[config.mk]
export PLATFORM = sky130hd
export DESIGN_NAME = interrupt_initiation
export DESIGN_NICKNAME = d
export VERILOG_FILES = /design/src/intr_pkg.sv /design/src/enable_ctrl_if.sv /design/src/priority_enable.sv /design/src/interrupt_initiation.sv
export VERILOG_INCLUDE_DIRS = /design/src
export SDC_FILE = /design/constraint.sdc
export NUM_CORES = 1
export LEC_CHECK = 0
export ABC_CLOCK_PERIOD_IN_PS = 3000
export BUFFER_PORTS_ARGS = -buffer_cell sky130_fd_sc_hd__buf_2
export CAP_MARGIN = 20
export CORE_AREA = 2 2 142 144
export DETAILED_ROUTE_END_ITERATION = 6
export DIE_AREA = 0 0 144 146
export GPL_ROUTABILITY_DRIVEN = 1
export PLACE_DENSITY = 0.55
export SYNTH_ARGS = -nofsm -noshare
export SYNTH_HDL_FRONTEND = slang
export SYNTH_SLANG_ARGS = --single-unit
[constraint.sdc]
create_clock -name core_clk -period 3 [get_ports core_clk]
set_clock_uncertainty 0.15 [all_clocks]
set_input_delay 0.15 -clock core_clk [delete_from_list [all_inputs] [get_ports core_clk]]
set_output_delay 0.15 -clock core_clk [all_outputs]
set_load 0.1 [all_outputs]
[src/intr_consts.svh]
`ifndef INTR_CONSTS_SVH
`define INTR_CONSTS_SVH

// APB byte offsets.
`define REG_CONTROL 8'h00
`define REG_STATUS 8'h04
`define REG_EVENT 8'h08
`define REG_MASK 8'h0c
`define REG_SAVED_PC 8'h10

// Control register.
`define CTRL_ALLOW_BIT 0
`define CTRL_RESET 1'b1

// Event and mask register layout.
`define EVT_WIDTH 5
`define EVT_START 0
`define EVT_END 1
`define EVT_ENABLE 2
`define EVT_DISABLE 3
`define EVT_POLL 4
`define EVT_RESET 5'h00
`define MASK_RESET 5'h00

// Status register layout.
`define ST_ACCEPT 0
`define ST_STATUS_BIT 1
`define ST_LATCH_LO 2
`define ST_CYCLE_FLAG 5
`define ST_STATE_FLAG 6
`define ST_REQUEST 7
`define ST_AR_LO 16

// Instruction decode.
`define OP_ENABLE_HI 9'h040
`define OP_DISABLE 12'h203
`define WORD_ZERO 12'h000
`define TRAP_IDLE_N 12'hfff

// Priority latch bit positions.
`define LVL_A 0
`define LVL_B 1
`define LVL_N 2

`endif

[src/intr_pkg.sv]
package intr_pkg;
   typedef logic [11:0] word_t;
   typedef enum logic [1:0] {
      st_idle = 2'b00,
      st_front = 2'b01,
      st_back = 2'b11,
      st_release = 2'b10
   } init_state_e;
   typedef enum logic [2:0] {
      sel_control = 3'h0,
      sel_status = 3'h1,
      sel_event = 3'h2,
      sel_mask = 3'h3,
      sel_saved = 3'h4,
      sel_none = 3'h7
   } reg_sel_e;
endpackage

[src/enable_ctrl_if.sv]
`timescale 1ns/1ps
interface enable_ctrl_if;
   logic [11:0] instr_word;
   logic basic_period_five;
   logic basic_period_seven;
   logic cycle_clear;
   logic accept;
   logic status_bit;
   logic strobe_n;
   logic enable_seen;
   logic disable_seen;
   logic [2:0] latch;
   logic [2:0] level_n;
   modport ctrl(
      output instr_word, basic_period_five, basic_period_seven, cycle_clear,
      input accept, status_bit, strobe_n, enable_seen, disable_seen, latch, level_n
   );
   modport keeper(
      input instr_word, basic_period_five, basic_period_seven, cycle_clear,
      output accept, status_bit, strobe_n, enable_seen, disable_seen, latch, level_n
   );
endinterface

[src/priority_enable.sv]
`timescale 1ns/1ps
`include "intr_consts.svh"
module priority_enable import intr_pkg::*; (
   input wire logic core_clk,
   input wire logic reset,
   enable_ctrl_if.keeper bus
);
   logic bp7_q;
   logic accept;
   logic status_bit;
   logic [2:0] latch;
   logic next_accept;
   logic next_status_bit;
   logic [2:0] next_latch;
   logic enable_instr;
   logic disable_instr;
   logic strobe;
   logic disable_hit;

   assign enable_instr = (bus.instr_word[11:3] == `OP_ENABLE_HI) && bus.instr_word[2];
   assign disable_instr = (bus.instr_word == `OP_DISABLE);
   assign strobe = enable_instr && bus.basic_period_seven && !bp7_q;
   assign disable_hit = disable_instr && bus.basic_period_five;

   always_comb begin
      next_accept = accept;
      next_status_bit = status_bit;
      next_latch = latch;
      if (strobe) begin
         // The strobe wins over a clear in the same cycle.
         next_accept = 1'b1;
         next_status_bit = 1'b1;
         next_latch[`LVL_A] = bus.instr_word[0];
         next_latch[`LVL_B] = bus.instr_word[1];
         next_latch[`LVL_N] = bus.instr_word[1] & bus.instr_word[0];
      end else if (disable_hit || bus.cycle_clear) begin
         next_accept = 1'b0;
         next_status_bit = 1'b0;
      end
   end

   always_ff @(posedge core_clk) begin
      if (reset) begin
         bp7_q <= 1'b0;
         accept <= 1'b0;
         status_bit <= 1'b0;
         latch <= 3'h0;
      end else begin
         bp7_q <= bus.basic_period_seven;
         accept <= next_accept;
         status_bit <= next_status_bit;
         latch <= next_latch;
      end
   end

   assign bus.accept = accept;
   assign bus.status_bit = status_bit;
   assign bus.latch = latch;
   assign bus.strobe_n = !strobe;
   assign bus.enable_seen = strobe;
   assign bus.disable_seen = disable_hit && !strobe;
   assign bus.level_n = ~(latch & {3{accept}});

   property p_strobe_loads;
      @(posedge core_clk) disable iff (reset)
      !bus.strobe_n |=> accept && status_bit && latch[`LVL_A] == $past(bus.instr_word[0]);
   endproperty
   a_strobe_loads: assert property (p_strobe_loads)
      else $error("enable strobe did not load accept and latch");

   property p_highest_only;
      @(posedge core_clk) disable iff (reset)
      !bus.strobe_n && bus.instr_word[2:0] == 3'h4 |=> status_bit && bus.level_n == 3'h7;
   endproperty
   a_highest_only: assert property (p_highest_only)
      else $error("highest-only enable drove a level enable");

   property p_all_levels;
      @(posedge core_clk) disable iff (reset)
      !bus.strobe_n && bus.instr_word[2:0] == 3'h7 |=> bus.level_n == 3'h0;
   endproperty
   a_all_levels: assert property (p_all_levels)
      else $error("enable-all did not assert every level");

   property p_disable_keeps_latch;
      @(posedge core_clk) disable iff (reset)
      disable_hit && !strobe |=> !accept && !status_bit && $stable(latch) && bus.level_n == 3'h7;
   endproperty
   a_disable_keeps_latch: assert property (p_disable_keeps_latch)
      else $error("disable did not clear accept or changed latch");
endmodule

[src/interrupt_initiation.sv]
// Behaviour
// At period six, increment address register to trap+2 and load it into the PC.
// At period three of initiation, clear the global accept enable.
// At period three, pass the PC unchanged through the adder into the MDR.
// At the trailing edge of period seven, clear both cycle flags.
// At the following period zero, release execute and basic phase blocks.
// Increments use the adder with zero operand and carry-in set.
// With no trap address, the handler starts at location 0002.
// Drive three active-low level enables; peripherals request only while enabled. bus_peripheral lets a highest-level device request at any time.
// Disable clears accept enable and status bit; enabling instructions set both.
// Enabling instruction strobes low in basic period seven, setting accept and latch.
// Pattern 100 sets status bit, leaves all level enables deasserted.
// Pattern 101 sets status bit and asserts only level A enable.
// Pattern 110 sets status bit and asserts only level B enable.
// Pattern 111 sets status bit and asserts all three level enables.
// A level enable is asserted only with its latch bit and accept set.
// Disable clears accept and status bit in basic period five; latch bits unchanged.
// Assert grant; peripheral drives trap lines; undriven lines give trap zero.
// Accepted pending request starts initiation when current instruction completes.
`timescale 1ns/1ps
`include "intr_consts.svh"
module interrupt_initiation import intr_pkg::*; (
   input wire logic core_clk,
   input wire logic reset,
   input wire logic [7:0] paddr,
   input wire logic psel,
   input wire logic penable,
   input wire logic pwrite,
   input wire logic [31:0] pwdata,
   output logic [31:0] prdata,
   output logic pready,
   output logic pslverr,
   input wire logic [11:0] instr_word,
   input wire logic instr_done,
   input wire logic basic_period_five,
   input wire logic basic_period_seven,
   input wire logic cycle_period_zero,
   input wire logic cycle_period_one,
   input wire logic cycle_period_three,
   input wire logic cycle_period_six,
   input wire logic cycle_period_seven,
   input wire logic [11:0] program_counter,
   input wire logic intr_request_n,
   input wire logic [11:0] trap_vector_line_n,
   output logic intr_grant_n,
   output logic level_a_enable_n,
   output logic level_b_enable_n,
   output logic lowest_level_enable_n,
   output logic priority_latch_strobe_n,
   output logic execute_phase_block_n,
   output logic basic_phase_block_n,
   output logic intr_cycle_flag,
   output logic intr_cycle_state_flag,
   output logic global_accept_enable,
   output logic interrupt_on_status_bit,
   output logic [11:0] address_reg,
   output logic [11:0] mdr_data,
   output logic mdr_load,
   output logic [11:0] pc_load_value,
   output logic pc_load,
   output logic irq
);
   // Adder with a second operand and carry-in; the carry out is dropped.
   function automatic word_t add12(input word_t a, input word_t b, input logic adder_carry_in);
      return 12'({1'b0, a} + {1'b0, b} + {12'h000, adder_carry_in});
   endfunction

   function automatic reg_sel_e decode(input logic [7:0] addr);
      case (addr)
         `REG_CONTROL: decode = sel_control;
         `REG_STATUS: decode = sel_status;
         `REG_EVENT: decode = sel_event;
         `REG_MASK: decode = sel_mask;
         `REG_SAVED_PC: decode = sel_saved;
         default: decode = sel_none;
      endcase
   endfunction

   enable_ctrl_if en_bus();
   priority_enable u_priority_enable (
      .core_clk(core_clk),
      .reset(reset),
      .bus(en_bus.keeper)
   );

   logic req_meta, req_sync, pu7_q, allow, start, pu7_fall;
   word_t trap_meta, trap_sync, trap_word;

   always_ff @(posedge core_clk) begin
      if (reset) begin
         req_meta <= 1'b0;
         req_sync <= 1'b0;
         trap_meta <= `TRAP_IDLE_N;
         trap_sync <= `TRAP_IDLE_N;
         pu7_q <= 1'b0;
      end else begin
         req_meta <= !intr_request_n;
         req_sync <= req_meta;
         trap_meta <= trap_vector_line_n;
         trap_sync <= trap_meta;
         pu7_q <= cycle_period_seven;
      end
   end

   // Undriven lines idle high, which reads as a zero trap address.
   assign trap_word = ~trap_sync;

   assign start = allow && global_accept_enable && req_sync && instr_done
                  && cycle_period_seven;
   assign pu7_fall = pu7_q && !cycle_period_seven;

   init_state_e state, next_state;
   logic next_cycle_flag, next_state_flag, next_grant_n, next_exec_blk_n, next_basic_blk_n;
   logic next_mdr_load, next_pc_load, evt_end, evt_poll;
   word_t next_ar, next_mdr, next_pc_value;

   always_comb begin
      next_state = state;
      next_cycle_flag = intr_cycle_flag;
      next_state_flag = intr_cycle_state_flag;
      next_grant_n = intr_grant_n;
      next_exec_blk_n = execute_phase_block_n;
      next_basic_blk_n = basic_phase_block_n;
      next_ar = address_reg;
      next_mdr = mdr_data;
      next_mdr_load = 1'b0;
      next_pc_value = pc_load_value;
      next_pc_load = 1'b0;
      evt_end = 1'b0;
      evt_poll = 1'b0;
      case (state)
         st_idle: begin
            if (start) begin
               next_cycle_flag = 1'b1;
               next_state_flag = 1'b1;
               next_grant_n = 1'b0;
               next_exec_blk_n = 1'b0;
               next_basic_blk_n = 1'b0;
               next_state = st_front;
            end
         end
         st_front: begin
            if (cycle_period_zero) begin
               next_ar = add12(trap_word, `WORD_ZERO, 1'b1);
               evt_poll = (trap_word == `WORD_ZERO);
            end
            if (cycle_period_one) next_grant_n = 1'b1;
            if (cycle_period_three) begin
               next_mdr = add12(program_counter, `WORD_ZERO, 1'b0);
               next_mdr_load = 1'b1;
            end
            if (cycle_period_six) begin
               next_ar = add12(address_reg, `WORD_ZERO, 1'b1);
               next_pc_value = add12(address_reg, `WORD_ZERO, 1'b1);
               next_pc_load = 1'b1;
               next_state = st_back;
            end
         end
         st_back: begin
            if (pu7_fall) begin
               next_cycle_flag = 1'b0;
               next_state_flag = 1'b0;
               evt_end = 1'b1;
               next_state = st_release;
            end
         end
         st_release: begin
            if (cycle_period_zero) begin
               next_exec_blk_n = 1'b1;
               next_basic_blk_n = 1'b1;
               next_state = st_idle;
            end
         end
         default: next_state = st_idle;
      endcase
   end

   always_ff @(posedge core_clk) begin
      if (reset) begin
         state <= st_idle;
         intr_cycle_flag <= 1'b0;
         intr_cycle_state_flag <= 1'b0;
         intr_grant_n <= 1'b1;
         execute_phase_block_n <= 1'b1;
         basic_phase_block_n <= 1'b1;
         address_reg <= `WORD_ZERO;
         mdr_data <= `WORD_ZERO;
         mdr_load <= 1'b0;
         pc_load_value <= `WORD_ZERO;
         pc_load <= 1'b0;
      end else begin
         state <= next_state;
         intr_cycle_flag <= next_cycle_flag;
         intr_cycle_state_flag <= next_state_flag;
         intr_grant_n <= next_grant_n;
         execute_phase_block_n <= next_exec_blk_n;
         basic_phase_block_n <= next_basic_blk_n;
         address_reg <= next_ar;
         mdr_data <= next_mdr;
         mdr_load <= next_mdr_load;
         pc_load_value <= next_pc_value;
         pc_load <= next_pc_load;
      end
   end

   // Link to the enable keeper.
   assign en_bus.instr_word = instr_word;
   assign en_bus.basic_period_five = basic_period_five;
   assign en_bus.basic_period_seven = basic_period_seven;
   assign en_bus.cycle_clear = (state == st_front) && cycle_period_three;
   assign global_accept_enable = en_bus.accept;
   assign interrupt_on_status_bit = en_bus.status_bit;
   assign priority_latch_strobe_n = en_bus.strobe_n;
   assign level_a_enable_n = en_bus.level_n[`LVL_A];
   assign level_b_enable_n = en_bus.level_n[`LVL_B];
   assign lowest_level_enable_n = en_bus.level_n[`LVL_N];

   // APB slave with zero wait states; read data is captured in the setup cycle.
   logic [`EVT_WIDTH-1:0] events, mask, next_events, next_mask, evt_set, evt_clear;
   logic next_allow, next_irq, next_pslverr, setup, access;
   logic [31:0] next_prdata;
   reg_sel_e sel;
   assign sel = decode(paddr);
   assign setup = psel && !penable;
   assign access = psel && penable;
   assign pready = 1'b1;

   always_comb begin
      next_allow = allow;
      next_mask = mask;
      next_prdata = prdata;
      next_pslverr = pslverr;
      evt_set = '0;
      evt_clear = '0;
      evt_set[`EVT_START] = start && (state == st_idle);
      evt_set[`EVT_END] = evt_end;
      evt_set[`EVT_ENABLE] = en_bus.enable_seen;
      evt_set[`EVT_DISABLE] = en_bus.disable_seen;
      evt_set[`EVT_POLL] = evt_poll;
      if (setup) begin
         next_pslverr = (sel == sel_none);
         next_prdata = 32'h0000_0000;
         case (sel)
            sel_control: next_prdata[`CTRL_ALLOW_BIT] = allow;
            sel_status: begin
               next_prdata[`ST_ACCEPT] = global_accept_enable;
               next_prdata[`ST_STATUS_BIT] = interrupt_on_status_bit;
               next_prdata[`ST_LATCH_LO +: 3] = en_bus.latch;
               next_prdata[`ST_CYCLE_FLAG] = intr_cycle_flag;
               next_prdata[`ST_STATE_FLAG] = intr_cycle_state_flag;
               next_prdata[`ST_REQUEST] = req_sync;
               next_prdata[`ST_AR_LO +: 12] = address_reg;
            end
            sel_event: next_prdata[`EVT_WIDTH-1:0] = events;
            sel_mask: next_prdata[`EVT_WIDTH-1:0] = mask;
            sel_saved: next_prdata[11:0] = mdr_data;
            default: next_prdata = 32'h0000_0000;
         endcase
      end
      if (access && pwrite) begin
         case (sel)
            sel_control: next_allow = pwdata[`CTRL_ALLOW_BIT];
            sel_mask: next_mask = pwdata[`EVT_WIDTH-1:0];
            default: next_allow = allow;
         endcase
      end
      if (access && !pwrite && sel == sel_event) evt_clear = prdata[`EVT_WIDTH-1:0];
      // A new event wins over the read that clears it.
      next_events = (events & ~evt_clear) | evt_set;
      next_irq = |(next_events & next_mask);
   end

   always_ff @(posedge core_clk) begin
      if (reset) begin
         allow <= `CTRL_RESET;
         mask <= `MASK_RESET;
         events <= `EVT_RESET;
         irq <= 1'b0;
         prdata <= 32'h0000_0000;
         pslverr <= 1'b0;
      end else begin
         allow <= next_allow;
         mask <= next_mask;
         events <= next_events;
         irq <= next_irq;
         prdata <= next_prdata;
         pslverr <= next_pslverr;
      end
   end

   property p_start;
      @(posedge core_clk) disable iff (reset)
      start && state == st_idle |=> intr_cycle_flag && !intr_grant_n && !basic_phase_block_n;
   endproperty
   a_start: assert property (p_start)
      else $error("initiation did not start on accepted request");

   property p_pu3;
      @(posedge core_clk) disable iff (reset)
      state == st_front && cycle_period_three && priority_latch_strobe_n
      |=> !global_accept_enable && mdr_load && mdr_data == $past(program_counter);
   endproperty
   a_pu3: assert property (p_pu3)
      else $error("period three did not save PC or clear accept");

   property p_pu6;
      @(posedge core_clk) disable iff (reset)
      state == st_front && cycle_period_six
      |=> pc_load && pc_load_value == address_reg && address_reg == $past(address_reg) + 12'h001;
   endproperty
   a_pu6: assert property (p_pu6)
      else $error("period six did not increment AR into PC");

   property p_zero_trap;
      @(posedge core_clk) disable iff (reset)
      state == st_front && cycle_period_zero && trap_sync == `TRAP_IDLE_N
      |=> address_reg == 12'h001;
   endproperty
   a_zero_trap: assert property (p_zero_trap)
      else $error("undriven trap lines did not give address one");

   property p_end;
      @(posedge core_clk) disable iff (reset)
      state == st_back && pu7_fall |=> !intr_cycle_flag && !intr_cycle_state_flag
      && !execute_phase_block_n && !basic_phase_block_n;
   endproperty
   a_end: assert property (p_end)
      else $error("flags not cleared at end of period seven");

   property p_release;
      @(posedge core_clk) disable iff (reset)
      state == st_release && cycle_period_zero |=> execute_phase_block_n && basic_phase_block_n;
   endproperty
   a_release: assert property (p_release)
      else $error("phase blocks not released at period zero");
endmodule

Word-level counts from Yosys, hierarchy flattened
Index checks and enable logic that the tools add are counted.
- register bits after elaboration: 112
- bits of input ports: 90
- output and inout port bits: 84
- word-level logic and storage cells: 128
- add/sub/neg operators: 2
- eq/ne operators: 19
- multiplexer cells: 32
- bitwise logic cells: 9
- reduce and logical (&&, ||, !) cells: 43
- operator list (cell ; number):
    2-to-1 mux 12 bit ; 3
    adder 12 x 1 -> 12 bit, second input constant ; 2
    logical AND 1 bit ; 17
    == test 8 x 4 -> 1 bit, second input constant ; 2
    case mux 4 bit (4 select lines) ; 1
    2-to-1 mux 5 bit ; 3
    case mux 3 bit (5 select lines) ; 1
    2-to-1 mux 1 bit ; 13
    == test 12 x 10 -> 1 bit, second input constant ; 1
    logical NOT 12 bit ; 1
    inverter 12 bit ; 1
    AND 5 bit ; 2
    != test 2 bit, second input constant ; 5
    nonzero test 2 bit ; 5
    == test 9 x 7 -> 1 bit, second input constant ; 1
    AND reduction 3 bit ; 3
    == test 8 x 3 -> 1 bit, second input constant ; 1
    == test 8 x 5 -> 1 bit, second input constant ; 1
    logical NOT 8 bit ; 1
    2-to-1 mux 2 bit ; 4
    case mux 2 bit (4 select lines) ; 1
    AND reduction 2 bit ; 4
    == test 3 x 2 -> 1 bit, second input constant ; 2
    == test 3 bit, second input constant ; 2
    other kinds (20) ; 28

Longest topological paths before layout
Gate-level depths: netlist of run 1.
- depth after elaboration: 10
- gate-level depth with buffers: 8
- mapped depth without buffers: 7

Cells and area by module
A second synthesis of run 1 with hierarchy kept.
- cells, all modules: 571
- area, all modules: 4845.9 um^2
- modules (own cells, without submodules) (module ; times used ; cells an instance ; area an instance (um^2)):
    interrupt_initiation ; 1 ; 541 ; 4554.4
    priority_enable ; 1 ; 30 ; 291.5

Worst setup path before layout of run 1
OpenSTA, ideal clock, no wires.
- path kind: reg-to-reg
- start point: register address_reg[0]
- end point: register address_reg[6]
- library setup time: 86 ps
- arrival: 2349 ps
- required time: 2764 ps
- slack: 416 ps
- stages on the path, launching flop included: 7
- path buffers: 0
- period minus slack after synthesis: 2584 ps
- path through: dfxtp_1 -> ha_1 -> and3_1 -> nand3_1 -> xor2_1 -> a22o_1 -> a211oi_1
- word-level cells in the longest chain between the ends: 2
- ends and longest elaborated chain (item ; RTL line ; text):
    start, declared ; interrupt_initiation.sv:56 ; output logic [11:0] address_reg,
    start signal, assigned ; interrupt_initiation.sv:186 ; address_reg <= `WORD_ZERO;
    start signal, assigned ; interrupt_initiation.sv:198 ; address_reg <= next_ar;
    adder 12 x 1 -> 12 bit ; interrupt_initiation.sv:65 ; return 12'({1'b0, a} + {1'b0, b} + {12'h000, adder_carry_in});
    2-to-1 mux 12 bit ; interrupt_initiation.sv:152 ; if (cycle_period_six) begin
Every way passes these cells.
A chain may end at the register's enable or synchronous reset.

Worst setup path after layout of run 1
- start point: input paddr[4]
- end point: register irq
- word-level cells in the longest chain between the ends: 10
- ends and longest elaborated chain (item ; RTL line ; text):
    start, declared ; interrupt_initiation.sv:25 ; input wire logic [7:0] paddr,
    == test 8 x 5 -> 1 bit, or another cell as far along ; interrupt_initiation.sv:69 ; case (addr)
    case mux 3 bit (5 select lines) (*) ; interrupt_initiation.sv:69 ;
    == test 3 x 2 -> 1 bit ; interrupt_initiation.sv:267 ; if (access && !pwrite && sel == sel_event) evt_clear = prdata[`EVT_WIDTH-1:0];
    logical AND 1 bit ; interrupt_initiation.sv:267 ;
    2-to-1 mux 5 bit ; interrupt_initiation.sv:267 ;
    inverter 5 bit ; interrupt_initiation.sv:269 ; next_events = (events & ~evt_clear) | evt_set;
    AND 5 bit ; interrupt_initiation.sv:269 ;
    bitwise OR 5 bit ; interrupt_initiation.sv:269 ;
    AND 5 bit (*) ; interrupt_initiation.sv:270 ; next_irq = |(next_events & next_mask);
    OR reduction 5 bit (*) ; interrupt_initiation.sv:270 ;
    end signal, assigned ; interrupt_initiation.sv:285 ; irq <= next_irq;
    end, declared ; interrupt_initiation.sv:61 ; output logic irq
Mark *: on every way between the ends. The rest lies on a longest branch, timed or not.

==> run metrics, run 1 <==
Hold WC Path Type input port to flip-flop; asr flop ratio synth 0; Root Buffer clkbuf_16; post-synthesis sequential area ratio 0.4662; initial antenna violation count 1; CP required about 3.1 ns; post-synthesis cell area between 4000 and 5000 um^2; Synth Area per Inst between 8 and 9 um^2; worst r2r dst pc_load_value[7]; postcts setup bufs 0; die area ~21000 um^2; Fin. Hold Viols 0; DP Area 5664 um^2; CTS-repair resized insts 0; largest reg by FF count prdata; Worst R2R Path Depth 5; CTS Buf Count 9; clock sinks 112; TritonCTS clock tree done; RR Startpoint state[0]; reg2reg setup slack 0.83 ns; htree depth 3; Via density ~4.4; setup TNS 0 ns; drt total wl between 10000 and 15000 um; cts hold-fix bufs 35; fmax between 0.4 and 0.5 GHz; worst-skew pair later-pin latency 0.36 ns; Yosys reg bits roughly 110; hold path depth 3; Routed wire per std cell approximately 14 um; Syn-to-layout area delta 31.71%; Cells after Synth around 540; Starting Density 0.2488; largest net degree at the start of global routing between 70 and 80; core area roughly 19000 um^2; RSZ-0062 raised after global routing false; Ports 174; Post-synth EDFFs 0; Clock transition at path regs approximately 0.08 ns; DRT iter0 DRCs 195; final worst path period need around 2.2 ns; Arr. time, crit path between 2 and 2.5 ns; ys flop type dfxtp_1; max reg flops 24; gr usage total 0.1323; worst slew pin tran just over 0.7 ns; via count roughly 4300; top cell type by total area after synthesis dfxtp_1; Post-Place Cells approximately 910; DR DRC count 0; vias in the first global route 3978; post-DP HPWL between 10000 and 15000 um; nets@finish 785; first-pass GRT wire length 21650 um; global placer's final weighted congestion between 0.8 and 0.9; Slew headroom 0.5149; IO Port Bufs around 140; die height between 100 and 150 um; Hold Crit Start cycle_period_zero; Fill cells approximately 2000; ANT nets after route 0; CP Capture Type flip-flop; IR drop worst, VDD about 240 uV; CP Max Fanout 10; Non-Filler Instances about 960; WS Path Type input port to flip-flop; layout cells sized above 1 0.2898; clock buffer depth 2; hold path endpoint state[1]; # Max-Cap Violations 0; Distinct cells, synth 62; Pins Over Slew Limit 0; Final Cycle Share 0.7347; most instantiated cells after synthesis dfxtp_1, nor2_1, nand2_1, a21oi_1, clkbuf_1; Cell Rows 51; pwr dens 482.8 nW/um^2; LEAKAGE roughly 2.6 nW; Synth top area share 0.4662; die width approximately 140 um; most frequent cell after synthesis dfxtp_1; Setup-failing EPs final 0; Worst Setup Start Kind input port; status finished, final reports clean; YS warnings 0; Detailed Routing Iterations Pass 1 4; top cells by area, synth dfxtp_1, nor2_1, nand2_1, or2_2, a21oi_1; final instance area about 6300 um^2; total gr overflow 0
==> metrics by stage <==
stage | total power [mW] | hold slack [ns] | setup slack (ns) | utilization
finish | 3.058 | 0.02794 | 0.7960 | 0.3276
global route | 3.183 | 0.04867 | 0.5804 | 0.3276
global placement | 1.771 | 0.1649 | 0.7857 | 0.2930
floorplan | 1.706 | 0.06669 | 0.4158 | -
detailed placement | 1.771 | 0.1535 | 0.7587 | 0.2930
CTS | 3.101 | 0.003726 | 0.7469 | 0.3275
==> power breakdown <==
part | leakage [nW] | switching, mW | internal [mW]
combinational | 1.49 | 0.154 | 0.0970
clock | 0.156 | 0.615 | 0.674
sequential | 0.909 | 0.0126 | 1.51
total | 2.56 | 0.782 | 2.28
==> metal layers <==
metal / track usage / routed length, um
met3: 0.03126 / 740
met5: 0 / 0
met2: 0.2031 / 6289
met4: 0.05490 / 309
met1: 0.1774 / 6608
==> critical path, cell delays in order <==
cell	delay [ns]
dlygate4sd3_1	0.53
buf_2	0.17
nand3b_1	0.28
nor4_4	0.50
mux2i_1	0.17
a311o_1	0.37
a41oi_2	0.15
==> kinds of logic after synthesis <==
logic type | count (synthesis) | share of synthesized area
other cells | 2 | 0.001561
xor+xnor | 17 | 0.03096
flops | 112 | 0.4662
mux | 14 | 0.03200
compound gates | 112 | 0.1590
fa+ha+maj | 3 | 0.007805
simple gates | 225 | 0.2391
buf+inv | 56 | 0.06348
==> layout by cell type (no fill, tap or decap), drive strengths merged, types with 10 or more instances in the layout <==
cell type,count
nor3,11
nor2b,13
nand2,50
a21oi,33
nor2,64
or2,27
mux2i,12
o21ai,10
a211oi,11
a22oi,22
dfxtp,112
inv,12
dlygate4sd3,35
xnor2,11
buf,147
nand3,15
==> layout make-up <==
| type | count | area, um^2 | share of cell area |
|---|---|---|---|
| multi-input cells | 380 | 2288 | 0.3612 |
| flip-flops and latches | 112 | 2242 | 0.3539 |
| repair buffers | 182 | 1126 | 0.1778 |
| clock inverters | 7 | 92.59 | 0.01462 |
| well taps | 265 | 331.6 | 0.05234 |
| clock buffers | 9 | 225.2 | 0.03555 |
| inverters | 7 | 26.28 | 0.004148 |
| diodes | 1 | 2.502 | 0.0003950 |
==> worst max-delay path by stage <==
stage,from,endpoint,slack (ns)
after floorplan,address_reg[0],address_reg[6],0.42
after global placement,paddr[0],irq,0.79
after detailed placement,paddr[0],irq,0.76
after CTS,state[0],pc_load_value[7],0.75
after global routing,state[0],pc_load_value[6],0.58
final,paddr[4],irq,0.80
(Power assumes the default switching activity.)
==> inputs of run 2 (changes only) <==
- ABC_AREA: default -> 1
- ABC_CLOCK_PERIOD_IN_PS: 3000 -> 2200
- CORE_AREA: 2 2 142 144 -> 2 2 144 146
- DIE_AREA: 0 0 144 146 -> 0 0 146 148
- PLACE_DENSITY: 0.55 -> 0.54
- clock period: 3 -> 2.2 ns (I/O delays scaled with it)
==> run metrics, run 2 <==
Starting Density 0.2461; Final Cycle Share 0.8573; Post-synth EDFFs 0; Ports approximately 170; post-synthesis cell area roughly 4900 um^2; Final WS setup 0.3139 ns; top cell type by total area after synthesis dfxtp_1; most frequent cells in the layout nand2_1, buf_2, dfxtp_1; Cells after Synth 670; top cells by area, synth dfxtp_1, nand2_1, a21oi_1, nand3_1, o21ai_0; Fill cells ~2200; WS Path Type input port to primary output; nets@finish roughly 940; Synth Area per Inst ~7.4 um^2; die area ~22000 um^2; clock buffer depth 2; CTS Buf Count 9; htree depth 3; fmax between 0.5 and 0.6 GHz; post-synthesis sequential area ratio 0.4547; multi-input combinational cell area about 2300 um^2; worst-skew pair later-pin latency roughly 0.36 ns; largest reg by FF count prdata; reg2reg setup slack ~0.40 ns; die width approximately 150 um; DR DRC count 0; most frequent cell after synthesis nand2_1; LEAKAGE 3.071 nW; worst slack, placed about 0.45 ns; initial antenna violation count 0; most common cell after layout, fill and taps aside nand2_1; register area 2251 um^2; vias in the first global route 4337; asr flop ratio synth 0; Worst Setup Start Kind input port; # Max-Cap Violations 0; Synth top area share 0.4547; Detailed Routing Iterations Pass 1 4; postcts setup bufs 0; first-pass GRT wire length 22960 um; YS warnings 0; Distinct cells, synth just over 40; Arr. time, crit path between 1.5 and 2 ns; most instantiated cells after synthesis nand2_1, dfxtp_1, inv_1, a21oi_1, nand3_1; final core occ 0.3296; clock sinks ~110; ANT nets after route 0; max reg flops 24; ys flop type dfxtp_1; CP Max Fanout 9; total gr overflow 0; Pins Over Slew Limit 0; final worst path period need 1.886 ns; CTS-repair resized insts 0; status finished, final reports clean; DRT iter0 DRCs 302; drt total wl approximately 15000 um; setup TNS 0 ns; core area 20040 um^2; Via density between 4 and 5; gr usage total 0.1358; Slew headroom 0.5398; die height roughly 150 um; IO Port Bufs 137; pwr dens ~900 nW/um^2; Hold WC Path Type input port to flip-flop; Fin. Hold Viols 0; Cell Rows 52; TritonCTS clock tree done; CP Capture Type primary output; Root Buffer clkbuf_16; largest net degree at the start of global routing 68; post-DP HPWL about 11000 um; layout cells sized above 1 0.2479; RSZ-0062 raised after global routing false; IR drop worst, VDD 475.5 uV; Clock transition at path regs around 0.070 ns; Yosys reg bits roughly 110; Setup-failing EPs final 0; via count 4824; Syn-to-layout area delta 33.95%; global placer's final weighted congestion between 0.7 and 0.8; worst hold slack about 0.021 ns; CP required 1.94 ns; total inserted antenna cells 0; Routed wire per std cell approximately 13 um; worst slew pin tran between 0.6 and 0.7 ns
## run 2: cells by family after synthesis
logic type	share of synthesized area
other	0.001523
xor gates and xnor gates	0.01066
DFF	0.4547
adders and majority gates	0.007613
and+or+nand+nor	0.2915
buffers and inverters	0.08855
AOI/OAI and AO/OA	0.1454
## run 2: per-stage QoR
step | cell area, um^2 | total power, mW | cells
after floorplan | 4966 | 3.821 | 677
after global placement | 5859 | 4.188 | 1057
after detailed placement | 5859 | 4.194 | 1057
after CTS | 6605 | 5.987 | 1117
after global routing | 6605 | 6.197 | 1117
final | 6605 | 5.914 | 1117
## run 2: layer usage
layer,wire (um),up-vias,GRT usage
met2,6549,127,0.2108
met5,0,-,0
met1,7153,2179,0.1879
met3,851,11,0.03302
met4,177,0,0.03883
li1,-,2507,-
## run 2: worst paths after layout
kind	from	endpoint	cells past startpoint
max	instr_word[3]	priority_latch_strobe_n	5
min	pwrite	mask[1]	5
max reg2reg	state[0]	mdr_data[9]	6
min reg2reg	trap_meta[11]	trap_sync[11]	1
## run 2: report_power, final
part           internal [mW]  switching, mW  leakage [nW]
clock network          0.905          0.805         0.150
registers               2.20          0.162         0.917
logic                  0.381           1.46          2.00
total                   3.49           2.43          3.07
## run 2: what timing repair did
item                                   4_1_cts  5_1_grt
endpoints found under the hold margin       40        0
setup endpoints to repair                    0        0
hold buffers                                44        0
## run 2: area by class of cell
| class | instances | share of cell area |
|---|---|---|
| clock buffers | 10 | 0.03467 |
| clock inverters | 6 | 0.01156 |
| inverters | 67 | 0.03808 |
| multi-input cells | 464 | 0.3453 |
| flip-flops and latches | 112 | 0.3408 |
| well taps | 270 | 0.05115 |
| repair buffers | 188 | 0.1784 |
## run 2: worst max-delay path: stages
cell,delay [ns]
dlygate4sd3_1,0.53
buf_2,0.13
nor4_1,0.25
nand2_1,0.24
buf_2,0.36
==> inputs of run 3 (changes only) <==
- CORE_AREA: 2 2 144 146 -> 2 2 103 105
- DIE_AREA: 0 0 146 148 -> 0 0 105 107
- PLACE_DENSITY: 0.54 -> 0.87
==> run metrics, run 3 (synthesis gave the netlist of run 2 again) <==
worst-skew pair later-pin latency between 0.3 and 0.4 ns; Cell Rows 37; IO Port Bufs ~140; drt total wl between 10000 and 15000 um; worst path bufs/invs 3; hold path endpoint mask[4]; initial antenna violation count 0; NetSw around 2.3 mW; clock buffer depth 2; DR top layer met4; most common cell after layout, fill and taps aside nand2_1; CTS Buf Count 9; # Max-Cap Violations 0; CP peak stage delay between 0.5 and 0.6 ns; Hold WC Path Type input port to flip-flop; die height about 110 um; global placer's final weighted congestion around 0.94; DR DRC count 0; Setup-failing EPs final 0; Final Cycle Share 0.8809; Clock transition at path regs around 0.11 ns; WL met3 a little under 800 um; post-DP HPWL 9263 um; Fin. Hold Viols 0; CP required 1.94 ns; Via density between 4 and 5; Pins Over Slew Limit 0; gr usage total 0.2334; status finished, final reports clean; CP Capture Type primary output; pwr dens ~870 nW/um^2; nets@finish around 940; CP cell instances dlygate4sd3_1, buf_2, nor4_1, nand2_1, buf_2; CP most frequent cell buf_2; via count between 4000 and 5000; switching share of total power 0.4184; total inserted antenna cells 0; Root Buffer clkbuf_8; Worst Setup Start Kind input port; worst slew pin tran about 0.5 ns; worst r2r dst address_reg[10]; Hold Crit Start paddr[3]; Worst R2R Path Depth 8; Syn-to-layout area delta 30.68%; LEAKAGE around 3.1 nW; die width between 100 and 150 um; Ports 174; DRT iter0 DRCs roughly 350; CP Max Fanout 9; first-pass GRT wire length 21200 um; clock sinks ~110; Internal Power between 3 and 4 mW; clock share of power 0.249; max reg flops 24; TritonCTS clock tree done; htree depth 3; setup TNS 0 ns; most frequent cells in the layout nand2_1, buf_2, dfxtp_1; Routed wire per std cell 13.40 um; layout cells sized above 1 0.2468; total power around 5.6 mW; final instance area 6444 um^2; WL met2 between 6000 and 7000 um; Arr. time, crit path between 1.5 and 2 ns; vias in the first global route about 4500; Post-Route M1 WL approximately 6100 um; total gr overflow 0; final worst path period need around 1.9 ns; Slew headroom 0.6616; Detailed Routing Iterations Pass 1 5; largest reg by FF count prdata; Combinational Power Share 0.330; Reg power frac 0.420; core area around 10000 um^2; DP Area roughly 5700 um^2; WS Path Type input port to primary output; IR drop worst, VDD approximately 470 uV; fmax roughly 0.52 GHz; delay-heaviest family, CP buffers and inverters; Starting Density 0.4886; die area roughly 11000 um^2; RSZ-0062 raised after global routing false; CTS-repair resized insts 0; reg2reg setup slack ~0.44 ns; ANT nets after route 0; critical path's slowest cell dlygate4sd3_1; largest net degree at the start of global routing 46; hold path depth 5; RR Startpoint address_reg[0]
run 3: cell count changes in the layout (fill, tap and decap cells not counted), sizes merged:
cell | previous run | this run
inv | 69 | 70
dlygate4sd3 | 44 | 52
clkinvlp | 0 | 1
bufinv | 1 | 2
clkbuf | 10 | 9
clkinv | 3 | 1
run 3: tightest hold or removal path, delay by kind of cell:
family	cells	cell delay, ns
simple gates	3	0.22
compound gates	1	0.06
buf+inv	1	0.13
run 3: layout make-up:
| cell class | instances | area (um^2) |
|---|---|---|
| Timing Repair Buffer | 196 | 1259 |
| Clock inverter | 7 | 107.6 |
| Tap cell | 136 | 170.2 |
| Multi-Input combinational cell | 464 | 2281 |
| Fill cell | 917 | 3649 |
| Clock buffer | 9 | 123.9 |
| Sequential cell | 112 | 2251 |
| Inverter | 67 | 251.5 |
run 3: how the worst max path moves through the flow:
stage,from,endpoint,cells past startpoint
after floorplan,address_reg[7],address_reg[10],7
after global routing,instr_word[3],priority_latch_strobe_n,5
after detailed placement,state[0],address_reg[10],9
final,instr_word[3],priority_latch_strobe_n,5
after CTS,instr_word[3],priority_latch_strobe_n,5
after global placement,state[0],address_reg[10],9
run 3: power groups by stage:
stage | combinational [mW] | clock (mW) | sequential [mW]
global placement | 1.74 | 0 | 2.39
CTS | 1.84 | 1.43 | 2.35
floorplan | 0.579 | 0 | 3.24
detailed placement | 1.76 | 0 | 2.39
finish | 1.84 | 1.39 | 2.35
global route | 1.95 | 1.52 | 2.37
run 3: layer usage:
metal  vias to the layer above  global-route usage
li1                       2515                   -
met2                       177              0.3720
met1                      2224              0.3094
met5                         -                   0
met4                         0             0.09714
met3                        26             0.04681
run 3: per-stage QoR:
stage                     hold WS, ns    util  std cells  setup WS [ns]
after floorplan               0.02669       -        677        0.03538
after global placement         0.1318  0.5640        923         0.4794
after detailed placement       0.1258  0.5640        923         0.4287
after CTS                    0.005813  0.6385        991         0.2695
after global routing          0.01598  0.6385        991         0.1521
final                         0.02673  0.6385        991         0.2621
run 3: what timing repair did:
action                                 CTS  global route
hold buffers                            52             0
endpoints found under the hold margin   48             0
setup buffers                            0             0
